$ cat src/design/upfsm_consts.svh
// constants of the usb port fault and status monitor
`ifndef UPFSM_CONSTS_SVH
`define UPFSM_CONSTS_SVH

//------------------------------------------------------------
// clock and timing
//------------------------------------------------------------
`define UPF_CLK_HZ          200000000
`define UPF_OC_DG_MS        8
`define UPF_OV_DG_MS        16
`define UPF_LD_SET_MS       210
`define UPF_LD_SET_MIN_MS   120
`define UPF_LD_SET_MAX_MS   280
`define UPF_LD_CLR_S        3
`define UPF_DCHG_MS         320
`define UPF_OC_DG_CYC       (`UPF_OC_DG_MS * (`UPF_CLK_HZ / 1000))
`define UPF_OV_DG_CYC       (`UPF_OV_DG_MS * (`UPF_CLK_HZ / 1000))
`define UPF_LD_SET_CYC      (`UPF_LD_SET_MS * (`UPF_CLK_HZ / 1000))
`define UPF_LD_CLR_CYC      (`UPF_LD_CLR_S * `UPF_CLK_HZ)
`define UPF_DCHG_CYC        (`UPF_DCHG_MS * (`UPF_CLK_HZ / 1000))
`define UPF_CNT_W           30

//------------------------------------------------------------
// cable compensation gain, microamperes per ampere
//------------------------------------------------------------
`define UPF_CS_GAIN         22'd75
`define UPF_CS_MA_PER_A     22'd1000

//------------------------------------------------------------
// register map and fields
//------------------------------------------------------------
`define UPF_ADDR_CTRL       8'h00
`define UPF_ADDR_STAT       8'h04
`define UPF_ADDR_ISTAT      8'h08
`define UPF_ADDR_IMASK      8'h0c
`define UPF_CTRL_DCHG_BIT   2
`define UPF_IRQ_W           5
`define UPF_MODE_RST        2'h0
`define UPF_IMASK_RST       5'h00

`endif

$ cat src/design/upfsm_pkg.sv
// types of the usb port fault and status monitor
package upfsm_pkg;

   // port modes: two charging modes on the high limit, two on the low limit
   typedef enum logic [1:0] {
      MODE_CHARGE_DATA          = 2'b00,
      MODE_CHARGE_ONLY          = 2'b01,
      LOW_LIMIT_DATA_PORT_MODE  = 2'b10,
      LOW_LIMIT_CHARGE_ONLY_MODE = 2'b11
   } upfsm_mode_e;

   typedef enum logic {
      DCHG_IDLE   = 1'b0,
      DCHG_ACTIVE = 1'b1
   } upfsm_dchg_e;

   // comparator and sense inputs from the analog side
   typedef struct packed {
      logic        current_limiting;
      logic        data_plus_line_ov;
      logic        data_minus_line_ov;
      logic        over_thermal_trip_limited;
      logic        over_thermal_trip_unlimited;
      logic        temp_cooled;
      logic        load_above_set;
      logic        load_below_clear;
      logic [11:0] load_ma;
   } upfsm_sense_s;

   // switch and discharge controls to the analog side
   typedef struct packed {
      logic power_on;
      logic data_on;
      logic out_dchg;
      logic data_dchg;
      logic high_current_limit_setting;
   } upfsm_sw_s;

   // event layout shared by interrupt status and mask
   typedef struct packed {
      logic ld_clear;
      logic ld_set;
      logic thermal;
      logic ov;
      logic fault;
   } upfsm_evt_s;

endpackage

$ cat src/design/upfsm_top.sv
// top of the usb port fault and status monitor with its apb registers
//------------------------------------------------------------
// Functional notes
// - drive fault low while thermal, overcurrent or data overvoltage fault holds
// - overcurrent fault asserts and releases after 8 ms of persistence
// - no overcurrent fault in either low-limit mode
// - data-line overvoltage opens data switches at once
// - overvoltage fault after 16 ms, released at once on clearing
// - overtemperature opens power and data switches, fault without delay
// - limited trip while current limiting, unlimited trip otherwise
// - switches stay off until die cools by the hysteresis
// - cable compensation sink is 75 uA per ampere of load
// - discharge sequence: power off, discharge output, power on again
// - data-line discharge path on while overvoltage protection holds
// - on overvoltage removal reclose data switch, drop discharge path
// - high limit in charging modes, low limit in non-charging modes
// - status flag set in charging modes after load above set level for 210 ms
// - status flag released after load below clear level for 3 s
// - flag set interval within 120..280 ms, release within 1.8..4.2 s
//------------------------------------------------------------
`timescale 1ns/1ps
`default_nettype none
`include "upfsm_consts.svh"

module upfsm_top #(
   parameter int unsigned OC_DG_CYC  = `UPF_OC_DG_CYC,
   parameter int unsigned OV_DG_CYC  = `UPF_OV_DG_CYC,
   parameter int unsigned LD_SET_CYC = `UPF_LD_SET_CYC,
   parameter int unsigned LD_CLR_CYC = `UPF_LD_CLR_CYC,
   parameter int unsigned DCHG_CYC   = `UPF_DCHG_CYC
) (
   input  wire logic                      mclk_in,
   input  wire logic                      resetn_in,
   input  wire logic                      psel_in,
   input  wire logic                      penable_in,
   input  wire logic                      pwrite_in,
   input  wire logic [7:0]                paddr_in,
   input  wire logic [31:0]               pwdata_in,
   output logic      [31:0]               prdata_out,
   output logic                           pready_out,
   output logic                           pslverr_out,
   input  wire upfsm_pkg::upfsm_sense_s   sense_in,
   output upfsm_pkg::upfsm_sw_s           switch_out,
   output logic                           fault_n_out,
   output logic                           fault_n_oe_out,
   output logic                           status_n_out,
   output logic                           status_n_oe_out,
   output logic      [8:0]                cs_sink_ua_out,
   output logic                           irq_out
);

   localparam int CW = `UPF_CNT_W;
   localparam logic [CW-1:0] OC_LIM   = CW'(OC_DG_CYC);
   localparam logic [CW-1:0] OV_LIM   = CW'(OV_DG_CYC);
   localparam logic [CW-1:0] SET_LIM  = CW'(LD_SET_CYC);
   localparam logic [CW-1:0] CLR_LIM  = CW'(LD_CLR_CYC);
   localparam logic [CW-1:0] DCHG_LIM = CW'(DCHG_CYC);

   //------------------------------------------------------------
   // state
   //------------------------------------------------------------
   upfsm_pkg::upfsm_mode_e mode;
   upfsm_pkg::upfsm_mode_e next_mode;
   upfsm_pkg::upfsm_evt_s  irq_stat;
   upfsm_pkg::upfsm_evt_s  next_irq_stat;
   upfsm_pkg::upfsm_evt_s  irq_mask;
   upfsm_pkg::upfsm_evt_s  next_irq_mask;
   upfsm_pkg::upfsm_evt_s  evt;
   upfsm_pkg::upfsm_sw_s   next_sw;
   logic [31:0]            next_prdata;
   logic                   next_pready;
   logic                   next_pslverr;
   logic                   next_irq;
   logic                   dchg_go;
   logic                   next_dchg_go;
   logic                   therm_sd;
   logic                   next_therm_sd;
   logic                   oc_flt;
   logic                   next_oc_flt;
   logic                   ov_flt;
   logic                   next_ov_flt;
   logic                   next_ld_flag;
   logic                   next_fault;
   logic [8:0]             next_cs;
   logic                   acc;
   logic                   wr;
   logic                   ov;
   logic                   trip;
   logic                   low_mode;
   logic                   charging;
   logic                   ld_flag;
   logic                   fault;
   logic                   oc_on_hit;
   logic                   oc_off_hit;
   logic                   ov_hit;
   logic                   ld_on_hit;
   logic                   ld_off_hit;
   logic                   dchg_act;

   //------------------------------------------------------------
   // condition decode
   //------------------------------------------------------------
   assign ov       = sense_in.data_plus_line_ov | sense_in.data_minus_line_ov;
   assign low_mode = (mode == upfsm_pkg::LOW_LIMIT_DATA_PORT_MODE) ||
                     (mode == upfsm_pkg::LOW_LIMIT_CHARGE_ONLY_MODE);
   assign charging = !low_mode;
   assign ld_flag  = status_n_oe_out;
   assign fault    = fault_n_oe_out;

   // the trip point follows whether the switch is limiting
   assign trip = sense_in.current_limiting ? sense_in.over_thermal_trip_limited
                                           : sense_in.over_thermal_trip_unlimited;

   //------------------------------------------------------------
   // persistence timers
   //------------------------------------------------------------
   // overcurrent must persist both ways before the flag moves
   upfsm_persist #(.W(CW)) u_oc_on (
      .mclk_in   (mclk_in),
      .resetn_in (resetn_in),
      .cond_in   (sense_in.current_limiting),
      .limit_in  (OC_LIM),
      .hit_out   (oc_on_hit)
   );

   upfsm_persist #(.W(CW)) u_oc_off (
      .mclk_in   (mclk_in),
      .resetn_in (resetn_in),
      .cond_in   (!sense_in.current_limiting),
      .limit_in  (OC_LIM),
      .hit_out   (oc_off_hit)
   );

   // only the assertion of the overvoltage fault is deglitched
   upfsm_persist #(.W(CW)) u_ov_on (
      .mclk_in   (mclk_in),
      .resetn_in (resetn_in),
      .cond_in   (ov),
      .limit_in  (OV_LIM),
      .hit_out   (ov_hit)
   );

   // 210 ms default sits inside the 120..280 ms window
   upfsm_persist #(.W(CW)) u_ld_on (
      .mclk_in   (mclk_in),
      .resetn_in (resetn_in),
      .cond_in   (sense_in.load_above_set),
      .limit_in  (SET_LIM),
      .hit_out   (ld_on_hit)
   );

   // 3 s default sits inside the 1.8..4.2 s window
   upfsm_persist #(.W(CW)) u_ld_off (
      .mclk_in   (mclk_in),
      .resetn_in (resetn_in),
      .cond_in   (sense_in.load_below_clear),
      .limit_in  (CLR_LIM),
      .hit_out   (ld_off_hit)
   );

   upfsm_discharge #(.W(CW)) u_dchg (
      .mclk_in    (mclk_in),
      .resetn_in  (resetn_in),
      .start_in   (dchg_go),
      .hold_in    (DCHG_LIM),
      .active_out (dchg_act)
   );

   //------------------------------------------------------------
   // protection and status flags
   //------------------------------------------------------------
   // outputs are built from next values so each reacts one edge after its cause
   always_comb begin
      next_therm_sd = therm_sd;
      if (trip) begin
         next_therm_sd = 1'b1;
      end else if (sense_in.temp_cooled) begin
         next_therm_sd = 1'b0;                 // cycles back on after cooling
      end
      next_oc_flt = oc_flt;
      if (oc_on_hit) begin
         next_oc_flt = 1'b1;
      end else if (oc_off_hit) begin
         next_oc_flt = 1'b0;
      end
      next_ov_flt = ov && (ov_flt || ov_hit);
      // a non-charging port never holds the load flag
      next_ld_flag = ld_flag;
      if (!charging) begin
         next_ld_flag = 1'b0;
      end else if (ld_on_hit) begin
         next_ld_flag = 1'b1;
      end else if (ld_off_hit) begin
         next_ld_flag = 1'b0;
      end
      // overcurrent is masked in low-limit modes
      next_fault = next_therm_sd | next_ov_flt | (next_oc_flt & charging);
      next_sw.power_on  = !next_therm_sd && !dchg_act;
      next_sw.data_on   = !next_therm_sd && !ov;
      next_sw.out_dchg  = dchg_act;
      next_sw.data_dchg = ov;
      next_sw.high_current_limit_setting = charging;
      // truncation of the sub-microampere part is accepted
      next_cs = 9'((({10'h000, sense_in.load_ma}) * `UPF_CS_GAIN) / `UPF_CS_MA_PER_A);
      evt.fault    = next_fault & !fault;
      evt.ov       = ov & !switch_out.data_dchg;
      evt.thermal  = next_therm_sd & !therm_sd;
      evt.ld_set   = next_ld_flag & !ld_flag;
      evt.ld_clear = !next_ld_flag & ld_flag;
   end

   always_ff @(posedge mclk_in) begin
      if (!resetn_in) begin
         therm_sd        <= 1'b0;
         oc_flt          <= 1'b0;
         ov_flt          <= 1'b0;
         switch_out      <= '0;
         fault_n_oe_out  <= 1'b0;
         fault_n_out     <= 1'b1;
         status_n_oe_out <= 1'b0;
         status_n_out    <= 1'b1;
         cs_sink_ua_out  <= 9'h000;
      end else begin
         therm_sd        <= next_therm_sd;
         oc_flt          <= next_oc_flt;
         ov_flt          <= next_ov_flt;
         switch_out      <= next_sw;
         fault_n_oe_out  <= next_fault;        // open drain pulls low while set
         fault_n_out     <= ~next_fault;
         status_n_oe_out <= next_ld_flag;
         status_n_out    <= ~next_ld_flag;
         cs_sink_ua_out  <= next_cs;
      end
   end

   //------------------------------------------------------------
   // apb slave and interrupt registers
   //------------------------------------------------------------
   // one wait state keeps prdata and pready straight from flops
   always_comb begin
      acc           = psel_in && penable_in;
      wr            = acc && pready_out && pwrite_in;
      next_pready   = acc && !pready_out;
      next_prdata   = prdata_out;
      next_pslverr  = 1'b0;
      next_mode     = mode;
      next_dchg_go  = 1'b0;
      next_irq_mask = irq_mask;
      next_irq_stat = irq_stat;
      if (acc && !pready_out) begin
         next_prdata = 32'h0000_0000;
         case (paddr_in)
            `UPF_ADDR_CTRL:  next_prdata = {30'h0, mode};
            `UPF_ADDR_STAT:  next_prdata = {26'h0, dchg_act, ld_flag, oc_flt,
                                            ov_flt, therm_sd, fault};
            `UPF_ADDR_ISTAT: next_prdata = {27'h0, irq_stat};
            `UPF_ADDR_IMASK: next_prdata = {27'h0, irq_mask};
            default:         next_pslverr = 1'b1;
         endcase
      end
      if (wr) begin
         case (paddr_in)
            `UPF_ADDR_CTRL: begin
               next_mode    = upfsm_pkg::upfsm_mode_e'(pwdata_in[1:0]);
               next_dchg_go = pwdata_in[`UPF_CTRL_DCHG_BIT];
            end
            `UPF_ADDR_ISTAT: begin
               next_irq_stat = upfsm_pkg::upfsm_evt_s'(irq_stat & ~pwdata_in[4:0]);
            end
            `UPF_ADDR_IMASK: begin
               next_irq_mask = upfsm_pkg::upfsm_evt_s'(pwdata_in[4:0]);
            end
            default: ;
         endcase
      end
      // a new event beats a clear written in the same cycle
      next_irq_stat = upfsm_pkg::upfsm_evt_s'(next_irq_stat | evt);
      next_irq      = |(next_irq_stat & next_irq_mask);
   end

   always_ff @(posedge mclk_in) begin
      if (!resetn_in) begin
         mode        <= upfsm_pkg::upfsm_mode_e'(`UPF_MODE_RST);
         dchg_go     <= 1'b0;
         irq_stat    <= '0;
         irq_mask    <= upfsm_pkg::upfsm_evt_s'(`UPF_IMASK_RST);
         prdata_out  <= 32'h0000_0000;
         pready_out  <= 1'b0;
         pslverr_out <= 1'b0;
         irq_out     <= 1'b0;
      end else begin
         mode        <= next_mode;
         dchg_go     <= next_dchg_go;
         irq_stat    <= next_irq_stat;
         irq_mask    <= next_irq_mask;
         prdata_out  <= next_prdata;
         pready_out  <= next_pready;
         pslverr_out <= next_pslverr;
         irq_out     <= next_irq;
      end
   end
endmodule
`default_nettype wire

$ cat src/design/upfsm_persist.sv
// persistence timer: flags a condition held for a set number of cycles
`timescale 1ns/1ps
`default_nettype none

module upfsm_persist #(
   parameter int W = 30
) (
   input  wire logic         mclk_in,
   input  wire logic         resetn_in,
   input  wire logic         cond_in,
   input  wire logic [W-1:0] limit_in,
   output logic              hit_out
);

   logic [W-1:0] cnt;
   logic [W-1:0] next_cnt;
   logic [W-1:0] last;

   //------------------------------------------------------------
   // counter
   //------------------------------------------------------------
   // restarts from zero when the condition drops out
   always_comb begin
      last     = W'(limit_in - 1'b1);
      next_cnt = '0;
      if (cond_in && cnt != last) begin
         next_cnt = W'(cnt + 1'b1);
      end else if (cond_in) begin
         next_cnt = cnt;
      end
   end

   always_ff @(posedge mclk_in) begin
      if (!resetn_in) begin
         cnt <= '0;
      end else begin
         cnt <= next_cnt;
      end
   end

   // high in the cycle that completes limit_in cycles of the condition
   assign hit_out = cond_in && (cnt == last);

endmodule
`default_nettype wire

$ cat src/design/upfsm_discharge.sv
// output discharge sequencer: switch off, discharge, then restore
`timescale 1ns/1ps
`default_nettype none

module upfsm_discharge #(
   parameter int W = 30
) (
   input  wire logic         mclk_in,
   input  wire logic         resetn_in,
   input  wire logic         start_in,
   input  wire logic [W-1:0] hold_in,
   output logic              active_out
);

   upfsm_pkg::upfsm_dchg_e state;
   upfsm_pkg::upfsm_dchg_e next_state;
   logic [W-1:0]           cnt;
   logic [W-1:0]           next_cnt;

   //------------------------------------------------------------
   // sequence
   //------------------------------------------------------------
   // a start during discharge is ignored, the hold time is not stretched
   always_comb begin
      next_state = state;
      next_cnt   = '0;
      unique case (state)
         upfsm_pkg::DCHG_IDLE: begin
            if (start_in) begin
               next_state = upfsm_pkg::DCHG_ACTIVE;
            end
         end
         upfsm_pkg::DCHG_ACTIVE: begin
            next_cnt = W'(cnt + 1'b1);
            if (cnt == W'(hold_in - 1'b1)) begin
               next_state = upfsm_pkg::DCHG_IDLE; // restore output
               next_cnt   = '0;
            end
         end
      endcase
   end

   always_ff @(posedge mclk_in) begin
      if (!resetn_in) begin
         state <= upfsm_pkg::DCHG_IDLE;
         cnt   <= '0;
      end else begin
         state <= next_state;
         cnt   <= next_cnt;
      end
   end

   assign active_out = (state == upfsm_pkg::DCHG_ACTIVE);

endmodule
`default_nettype wire

$ cat config.mk
export PLATFORM = sky130hd
export DESIGN_NAME = upfsm_top
export DESIGN_NICKNAME = d
export VERILOG_FILES = /design/src/design/upfsm_pkg.sv /design/src/design/upfsm_top.sv /design/src/design/upfsm_persist.sv /design/src/design/upfsm_discharge.sv
export VERILOG_INCLUDE_DIRS = /design/src /design/src/design
export SDC_FILE = /design/constraint.sdc
export NUM_CORES = 1
export LEC_CHECK = 0
export ABC_AREA = 1
export BUFFER_PORTS_ARGS = -buffer_cell sky130_fd_sc_hd__buf_2
export CORE_AREA = 2 2 238 240
export DETAILED_ROUTE_END_ITERATION = 10
export DIE_AREA = 0 0 240 242
export PLACE_DENSITY = 0.46
export SYNTH_ARGS = -nofsm -noshare
export SYNTH_HDL_FRONTEND = slang
export SYNTH_SLANG_ARGS = --single-unit
$ cat constraint.sdc
create_clock -name mclk_in -period 11.03 [get_ports mclk_in]
set_input_delay 2.206 -clock mclk_in [delete_from_list [all_inputs] [get_ports mclk_in]]
set_output_delay 2.206 -clock mclk_in [all_outputs]
set_load 0.02 [all_outputs]
==> results.json, run 1 <==
{
  "status": "finished, final reports clean",
  "drtIter0Drc": 601,
  "viasPerCell": 4.344,
  "fmax_mhz": 103.9,
  "cp-start-kind": "primary input",
  "slew_headroom_pct": 35.05,
  "syn_to_final_growth_pct": 14.64,
  "cts_buffer_depth": 3,
  "setup_viol": 0,
  "crit_top_cell": "nand2_1",
  "die_h_um": 242,
  "place_congestion": 0.7928,
  "ant_nets": 0,
  "cp_slowest_cell": "fa_1",
  "ys_seq_elements": 224,
  "antenna_found_initial": 0,
  "path_clk_slew_ps": 50,
  "ys_warn_count": 0,
  "avgSynthCellArea_um2": 6.637,
  "synth_edf_count": 0,
  "insertion_delay_ps": 550,
  "syn_area_um2": 13810,
  "die_area_um2": 58080,
  "grt_max_degree": 31,
  "num_io_pins": 118,
  "cts_buffers": 29,
  "cp_slowest_stage_delay_ps": 530,
  "final-hold-violation-count": 0,
  "cap_viol_max_count": 0,
  "dp_slack_ps": 795.7,
  "synth_cells": 2080,
  "worstSetupEndpointType": "register",
  "num_vias": 12740,
  "hold_class": "reg2reg",
  "hp-start": "dchg_go",
  "finalCritPeriodShare_pct": 87.29,
  "drt_wl_total_um": 32920,
  "setup_tns_ps": 0,
  "hold_buffers": 0,
  "rsz0062_at_grt": "false",
  "drc": 0,
  "wl_per_cell_um": 11.23,
  "r2r-start": "u_ov_on.cnt[0]",
  "firstDrtPassIters": 5,
  "nFillCells": 6201,
  "layout_setup_ws_ps": 1402,
  "die_width_um": 240,
  "cp.required_ps": 11500,
  "io_buffers": 64,
  "cts_setup_buffers": 0,
  "grtUsageTotal_pct": 11.45,
  "ys.flop_type": "dfxtp_1",
  "fin_skew_ps": 18.47,
  "fin_nets": 2293,
  "row_count": 87,
  "drive_above_1_share_pct": 9.053,
  "cp-startpoint": "sense_in[7]",
  "place_hpwl_um": 25690,
  "worstMarginPinSlew_ps": 965.4,
  "synth_seq_area_share_pct": 32.48,
  "cp.arrival_ps": 10100,
  "timing.final.max_slew_violations": 0,
  "cts_sinks": 224,
  "grt_pass1_wl_um": 56900,
  "cts_root_buf": "clkbuf_16",
  "cts_tree": "done",
  "period_needed_ps": 9628,
  "synthArstFlopShare_pct": 0,
  "ctsResizeCount": 0,
  "start_util_pct": 24.77,
  "grt-ovfl-total": 0,
  "core_um2": 55730,
  "htree_levels": 1,
  "n_antenna_cell": 0,
  "grt_pass1_vias": 12310,
  "yosysUniqueCellTypes": 60,
  "path_class": "in2reg",
  "cp_max_fo": 9
}
==> per-stage QoR <==
step / hold WS, ps / area (um^2) / util, % / instances
CTS: 439.5 / 15830 / 28.40 / 2932
detailed placement: 428.8 / 14920 / 26.77 / 2883
global placement: 415.9 / 14920 / 26.77 / 2883
floorplan: 404.3 / 13900 / - / 2105
finish: 434.3 / 15830 / 28.40 / 2932
global route: 454.6 / 15830 / 28.40 / 2932
==> per-layer routing <==
| metal | up-vias | GRT usage, % | share of wire, % |
|---|---|---|---|
| li1 | 6870 | - | - |
| met1 | 5687 | 15.22 | 49 |
| met2 | 145 | 19.27 | 45 |
| met3 | 34 | 1.914 | 3.8 |
| met4 | 0 | 2.612 | 1.5 |
| met5 | - | 0 | 0 |
==> kinds of logic after synthesis <==
| group | Yosys count | synth area share (%) |
|---|---|---|
| simple gates | 1004 | 32.90 |
| compound gates | 332 | 13.40 |
| buf+inv | 419 | 12.12 |
| mux | 2 | 0.1450 |
| xor+xnor | 28 | 1.776 |
| fa+ha+maj | 70 | 7.160 |
| other cells | 1 | 0.02716 |
| flops | 224 | 32.48 |
==> area by class of cell <==
class / count / area [um^2] / share of cell area [%]
clock buffers: 42 / 834.6 / 5.273
clock inverters: 7 / 70.07 / 0.4427
inverters: 374 / 1406 / 8.886
multi-input cells: 1462 / 7742 / 48.92
flip-flops and latches: 224 / 4484 / 28.33
well taps: 756 / 945.9 / 5.977
repair buffers: 67 / 342.8 / 2.166
==> flip-flops by register name, summed over array words and instances (netlist names), 2 cells and up <==
signal          count
irq_mask            5
u_dchg.cnt         30
prdata_out          6
u_ov_on.cnt        30
mode                2
u_ld_off.cnt       30
u_oc_on.cnt        30
u_ld_on.cnt        30
irq_stat            5
u_oc_off.cnt       30
switch_out          5
cs_sink_ua_out      9
==> synth_stat cells (all sizes together) (13+ instances only) <==
cell type	n	area [um^2]
a21oi	161	813.3
nand2	449	1778
dfxtp	224	4484
xor2	21	183.9
nand3	128	730.7
nor4	32	200.2
o21ai	114	581.8
ha	55	688.2
fa	15	300.3
nand4	35	219.0
a31oi	13	81.33
nor2	235	934.6
inv	371	1395
buf	30	210.2
nor3	102	515.5
clkbuf	15	56.30
==> cell usage in the layout (no fill, tap or decap), types with 4 or more instances in the layout <==
master / Yosys / routed
nand2_1: 424 / 424
o211ai_1: 7 / 7
inv_2: 20 / 20
nand3b_1: 5 / 5
nor3_1: 101 / 101
o21a_1: 11 / 11
buf_2: 0 / 64
nor4_1: 32 / 32
nor3b_1: 10 / 10
nand4_1: 35 / 35
nand3_2: 13 / 13
nor2_1: 224 / 224
clkbuf_16: 0 / 29
clkbuf_1: 15 / 7
fa_1: 15 / 15
o22ai_1: 4 / 4
o21ai_0: 100 / 100
nand2_4: 6 / 6
clkbuf_8: 0 / 6
nor2_4: 5 / 5
a31oi_1: 13 / 13
xor2_1: 21 / 21
o21ai_1: 11 / 11
inv_1: 350 / 350
nand3_1: 113 / 113
ha_1: 55 / 55
xnor2_1: 7 / 7
nand2_2: 19 / 19
conb_1: 1 / 26
a21oi_1: 159 / 159
nor2_2: 6 / 6
dfxtp_1: 224 / 224
==> path summary, 6_finish.rpt <==
path,endpoint,slack [ps],depth (start not counted)
worst max-delay path,cs_sink_ua_out[0],1400,61
worst min-delay path,u_dchg.active_out,430,2
worst max register to register,u_ov_on.cnt[29],7530,22
worst min register to register,u_dchg.active_out,430,2
==> critical path, delay by kind of cell <==
family	cells	cell delay, ps
buffers and inverters	6	440
AND/OR/NAND/NOR	47	4710
AO/OA/AOI/OAI	3	730
adder cells (fa/ha/maj)	5	1970
Power of run 1 is not shown: default switching activity piles up to over one toggle a cycle in this logic, so the estimate is an artifact.
==> run 2, diff against run 1 <==
- ABC_AREA: 1 -> default
- CORE_AREA: 2 2 238 240 -> 2 2 153 155
- DIE_AREA: 0 0 240 242 -> 0 0 155 157
- PLACE_DENSITY: 0.46 -> 0.86
==> results.json, run 2 <==
{
  "finalCritPeriodShare_pct": 95.91,
  "final-hold-violation-count": 0,
  "grt-ovfl-total": 0,
  "cap_viol_max_count": 0,
  "cts_buffer_depth": 3,
  "synth_fa_ha_area_share_pct": 7.386,
  "insertion_delay_ps": 510,
  "ant_nets": 0,
  "synth_seq_area_share_pct": 32.84,
  "slew_headroom_pct": 26.16,
  "worstMarginPinSlew_ps": 1108,
  "hold_class": "reg2reg",
  "nFillCells": 1678,
  "n_antenna_cell": 0,
  "grtUsageTotal_pct": 25.94,
  "ys_top_cells_by_area": "dfxtp_1 33%, xor2_1 7.1%, nor2_1 6.7%, ha_1 5.0%, nand2_1 4.0%",
  "place_congestion": 0.9198,
  "path_clk_slew_ps": 60,
  "ys_warn_count": 0,
  "dp.cells": 2036,
  "status": "finished, final reports clean",
  "firstDrtPassIters": 5,
  "path_class": "in2reg",
  "die_h_um": 157,
  "cp.required_ps": 11450,
  "grt_pass1_wl_um": 54040,
  "row_count": 55,
  "drt_wl_total_um": 32620,
  "yosysUniqueCellTypes": 99,
  "synthArstFlopShare_pct": 0,
  "cts_tree": "done",
  "viasPerCell": 6.022,
  "grt_max_degree": 32,
  "syn_to_final_growth_pct": 13.76,
  "core_um2": 22500,
  "io_buffers": 64,
  "crit_top_cell": "buf_4",
  "synth_cells": 1648,
  "synth_edf_count": 0,
  "synth_xor_xnor_area_share_pct": 11.02,
  "grt_pass1_vias": 11790,
  "synth_compound_area_share_pct": 15.67,
  "cp_slowest_stage_delay_ps": 570,
  "drive_above_1_share_pct": 14.12,
  "fin_cells": 2077,
  "htree_levels": 1,
  "cp-start-kind": "primary input",
  "antenna_found_initial": 2,
  "cp_slowest_cell": "fa_1",
  "cp.arrival_ps": 11000,
  "mostFrequentLayoutCells": "241 x nor2_1, 224 x dfxtp_1, 147 x nand2_1",
  "rsz0062_at_grt": "false",
  "cts_root_buf": "clkbuf_16",
  "synthSimpleGateAreaFrac_pct": 26.82,
  "num_io_pins": 118,
  "cts_buffers": 24,
  "die_area_um2": 24340,
  "avgSynthCellArea_um2": 8.285,
  "period_needed_ps": 10580,
  "cts_setup_buffers": 0,
  "hp-start": "u_dchg.cnt[0]",
  "synth_top_family_by_area": "simple AND/OR/NAND/NOR gates",
  "fin_nets": 1912,
  "start_util_pct": 60.67,
  "synthMuxAreaShare_pct": 2.034,
  "synth_top_area_cell": "dfxtp_1",
  "drc": 0,
  "cts_sinks": 224,
  "setup_viol": 0,
  "final_common_cell": "nor2_1",
  "worstSetupEndpointType": "register",
  "synth_common_cells": "242 x nor2_1, 224 x dfxtp_1, 147 x nand2_1",
  "drtIter0Drc": 958,
  "syn_area_um2": 13650,
  "ys_seq_elements": 224,
  "die_width_um": 155,
  "synth.most_common_cell": "nor2_1",
  "wl_per_cell_um": 15.70,
  "cp_max_fo": 8,
  "cp-startpoint": "sense_in[5]",
  "r2r-start": "u_oc_off.cnt[15]",
  "synth_top_area_share_pct": 32.84,
  "ys.flop_type": "dfxtp_1",
  "fmax_mhz": 94.52,
  "fin_skew_ps": 11.53,
  "timing.final.max_slew_violations": 0,
  "num_vias": 12510,
  "place_hpwl_um": 23470
}
-- run 2: cell types whose count changed after synthesis, sizes merged, moves of 47 or more --
cell,previous run,this run
xnor2,7,55
nand3,128,81
nand2,449,147
nor3,102,30
inv,371,42
a21oi,161,89
xor2,21,113
-- run 2: critical path: cells and delay by family --
family,cells,cell delay (ps)
mux,2,630
fa+ha+maj,5,2000
buf+inv,5,880
xor+xnor,2,510
simple gates,8,1620
compound gates,13,3170
-- run 2: path summary, 6_finish.rpt --
check | endpoint | slack [ps] | cells past startpoint
setup / recovery | cs_sink_ua_out[0] | 450 | 35
hold / removal | u_dchg.cnt[0] | 460 | 1
setup reg to reg | u_oc_off.cnt[19] | 7840 | 11
hold reg to reg | u_dchg.cnt[0] | 460 | 1
-- run 2: layer usage --
metal	wire, um	part of all wire [%]	global-route usage [%]	vias to the layer above
li1	-	-	-	6087
met1	14600	45	33.93	5914
met2	15500	48	45.25	431
met3	1800	5.5	3.359	71
met4	693	2.1	7.011	4
met5	23	0.071	0	-
-- run 2: logic make-up after synthesis --
logic type / Yosys count
multiplexers: 25
AND/OR/NAND/NOR: 737
adder cells (fa/ha/maj): 72
XOR/XNOR: 168
AO/OA/AOI/OAI: 305
buffers and inverters: 116
other: 1
flip-flops: 224
-- run 2: metrics by stage --
stage | hold WS, ps | setup WS, ps | util, % | TNS [ps] | instance area [um^2]
final | 457.7 | 450.7 | 69.02 | 0 | 15530
after global routing | 491.7 | 1.207 | 69.02 | 0 | 15530
after CTS | 465.1 | 352.8 | 68.81 | 0 | 15480
after detailed placement | 450.2 | -188.2 | 65.27 | -188.2 | 14690
after global placement | 432.1 | -70.63 | 65.27 | -70.63 | 14690
after floorplan | 417.6 | 307.2 | - | 0 | 13750
-- run 2: final cells by class --
type                    instances  area, um^2  share of cell area (%)
flip-flops and latches        224        4484                   28.87
multi-input cells            1333        8742                   56.29
well taps                     285       356.6                   2.296
clock buffers                  32       691.9                   4.455
repair buffers                152       993.5                   6.397
clock inverters                 9       105.1                  0.6767
inverters                      42       157.7                   1.015
-- run 2: what timing repair did --
action                                  in CTS  in global routing
hold buffers                                 0                  0
resized for setup                            0                 10
endpoints found under the setup margin       0                  2
Power of run 2 is left out for the same reason.
==> run 3, diff against run 2 <==
==> constraint.sdc (replaced) <==
create_clock -name mclk_in -period 11.03 [get_ports mclk_in]
set_input_delay 2.7575 -clock mclk_in [delete_from_list [all_inputs] [get_ports mclk_in]]
set_output_delay 2.7575 -clock mclk_in [all_outputs]
set_load 0.02 [all_outputs]
==> results.json, run 3 (synthesis gave the netlist of run 2 again) <==
{
  "hold_end": "u_dchg.cnt[0]",
  "seqCellArea_um2": 4484,
  "final-hold-violation-count": 0,
  "cts_tree": "done",
  "period_needed_ps": 11010,
  "core_um2": 22500,
  "grt_pass1_wl_um": 57590,
  "insertion_delay_ps": 530,
  "path_class": "in2reg",
  "fin_area_um2": 17220,
  "fin_nets": 2037,
  "drc": 0,
  "cts_buffers": 24,
  "syn_to_final_growth_pct": 26.15,
  "layout_setup_ws_ps": 20.49,
  "r2r-end": "irq_out",
  "use_met1_pct": 33.39,
  "wl_per_cell_um": 16.95,
  "drt_wl_total_um": 37430,
  "setup_viol": 0,
  "place_hpwl_um": 24980,
  "use_met2_pct": 51.32,
  "cp.arrival_ps": 11450,
  "firstDrtPassIters": 6,
  "hold_depth": 1,
  "die_width_um": 155,
  "cp.required_ps": 11470,
  "row_count": 55,
  "cp_max_fo": 5,
  "final_common_cell": "nor2_1",
  "finalCritPeriodShare_pct": 99.81,
  "place_area_um2": 15710,
  "num_io_pins": 118,
  "timing.final.max_slew_violations": 0,
  "cts_sinks": 224,
  "grt-ovfl-total": 0,
  "drtIter0Drc": 1167,
  "busiest_layer": "met2",
  "r2r-start": "u_oc_off.cnt[12]",
  "die_area_um2": 24340,
  "setup_tns_ps": 0,
  "grtUsageMet3_pct": 3.882,
  "path_clk_slew_ps": 60,
  "reg2reg_depth": 9,
  "fmax_mhz": 90.83,
  "grt_pass1_vias": 12710,
  "cp-start-kind": "primary input",
  "htree_levels": 1,
  "ant_nets": 0,
  "worstMarginPinSlew_ps": 1149,
  "nFillCells": 1425,
  "dp_slack_ps": -700.8,
  "multi_input_area_um2": 9484,
  "hold_class": "reg2reg",
  "cp_slowest_cell": "fa_1",
  "slew_headroom_pct": 23.40,
  "hp-start": "u_dchg.cnt[0]",
  "mostFrequentLayoutCells": "241 x nor2_1, 224 x dfxtp_1, 208 x buf_4",
  "r2r_slack_ps": 7640,
  "grtUsageTotal_pct": 27.83,
  "fin_skew_ps": 17.54,
  "grt_max_degree": 33,
  "worstSetupEndpointType": "register",
  "cp_slowest_stage_delay_ps": 620,
  "num_vias": 13380,
  "status": "finished, final reports clean",
  "antenna_found_initial": 3,
  "io_buffers": 64,
  "cts_root_buf": "clkbuf_16",
  "place_congestion": 0.9471,
  "die_h_um": 157,
  "cts_buffer_depth": 3,
  "viasPerCell": 6.058,
  "start_util_pct": 60.67,
  "cap_viol_max_count": 0,
  "drive_above_1_share_pct": 23.75
}
==> run 3: cell count changes in the layout (fill, tap and decap cells not counted), sizes merged <==
cell	delta
bufinv	-1
inv	-1
diode	+3
buf	+124
clkbuf	+6
==> run 3: area by class of cell <==
type                            instances  share of cell area [%]
Multi-Input combinational cell       1333                   55.06
Tap cell                              285                   2.070
Inverter                               42                  0.9153
Timing Repair Buffer                  277                   11.27
Antenna cell                            3                 0.04359
Clock inverter                          7                  0.4867
Sequential cell                       224                   26.04
Clock buffer                           37                   4.119
==> run 3: stage by stage <==
| step | utilization (%) | hold slack [ps] | cells |
|---|---|---|---|
| final | 76.54 | 450.6 | 2208 |
| after floorplan | - | 417.6 | 1673 |
| after detailed placement | 69.80 | 443.1 | 2148 |
| after global placement | 69.80 | 430.0 | 2148 |
| after CTS | 73.72 | 454.3 | 2195 |
| after global routing | 76.53 | 478.7 | 2207 |
==> run 3: worst max-delay path by stage <==
stage               slack [ps]                end         from
floorplan                  -80  cs_sink_ua_out[0]  sense_in[8]
global placement          -420  cs_sink_ua_out[0]  sense_in[5]
detailed placement        -700  cs_sink_ua_out[0]  sense_in[5]
CTS                         10  cs_sink_ua_out[0]  sense_in[5]
global route              -180  cs_sink_ua_out[0]  sense_in[8]
finish                      20  cs_sink_ua_out[0]  sense_in[8]
==> run 3: critical path: cells and delay by family <==
family / cells / cell delay, ps
and+or+nand+nor: 8 / 1940
xor gates and xnor gates: 1 / 250
AOI/OAI and AO/OA: 14 / 3330
adders and majority gates: 5 / 1850
muxes: 2 / 630
buffers and inverters: 4 / 650
==> run 3: repair_timing <==
| action | CTS | global route |
|---|---|---|
| setup buffers | 3 | 10 |
| pin swaps | 3 | 51 |
| hold buffers | 0 | 0 |
| gates resized for setup | 14 | 96 |
| setup endpoints to repair | 2 | 2 |
==> run 3: routing by layer <==
| layer | routed length (um) | vias to the layer above |
|---|---|---|
| li1 | - | 6347 |
| met5 | 0 | - |
| met4 | 1216 | 0 |
| met1 | 14910 | 6414 |
| met3 | 2280 | 104 |
| met2 | 19020 | 512 |
Power of run 3 is left out for the same reason.
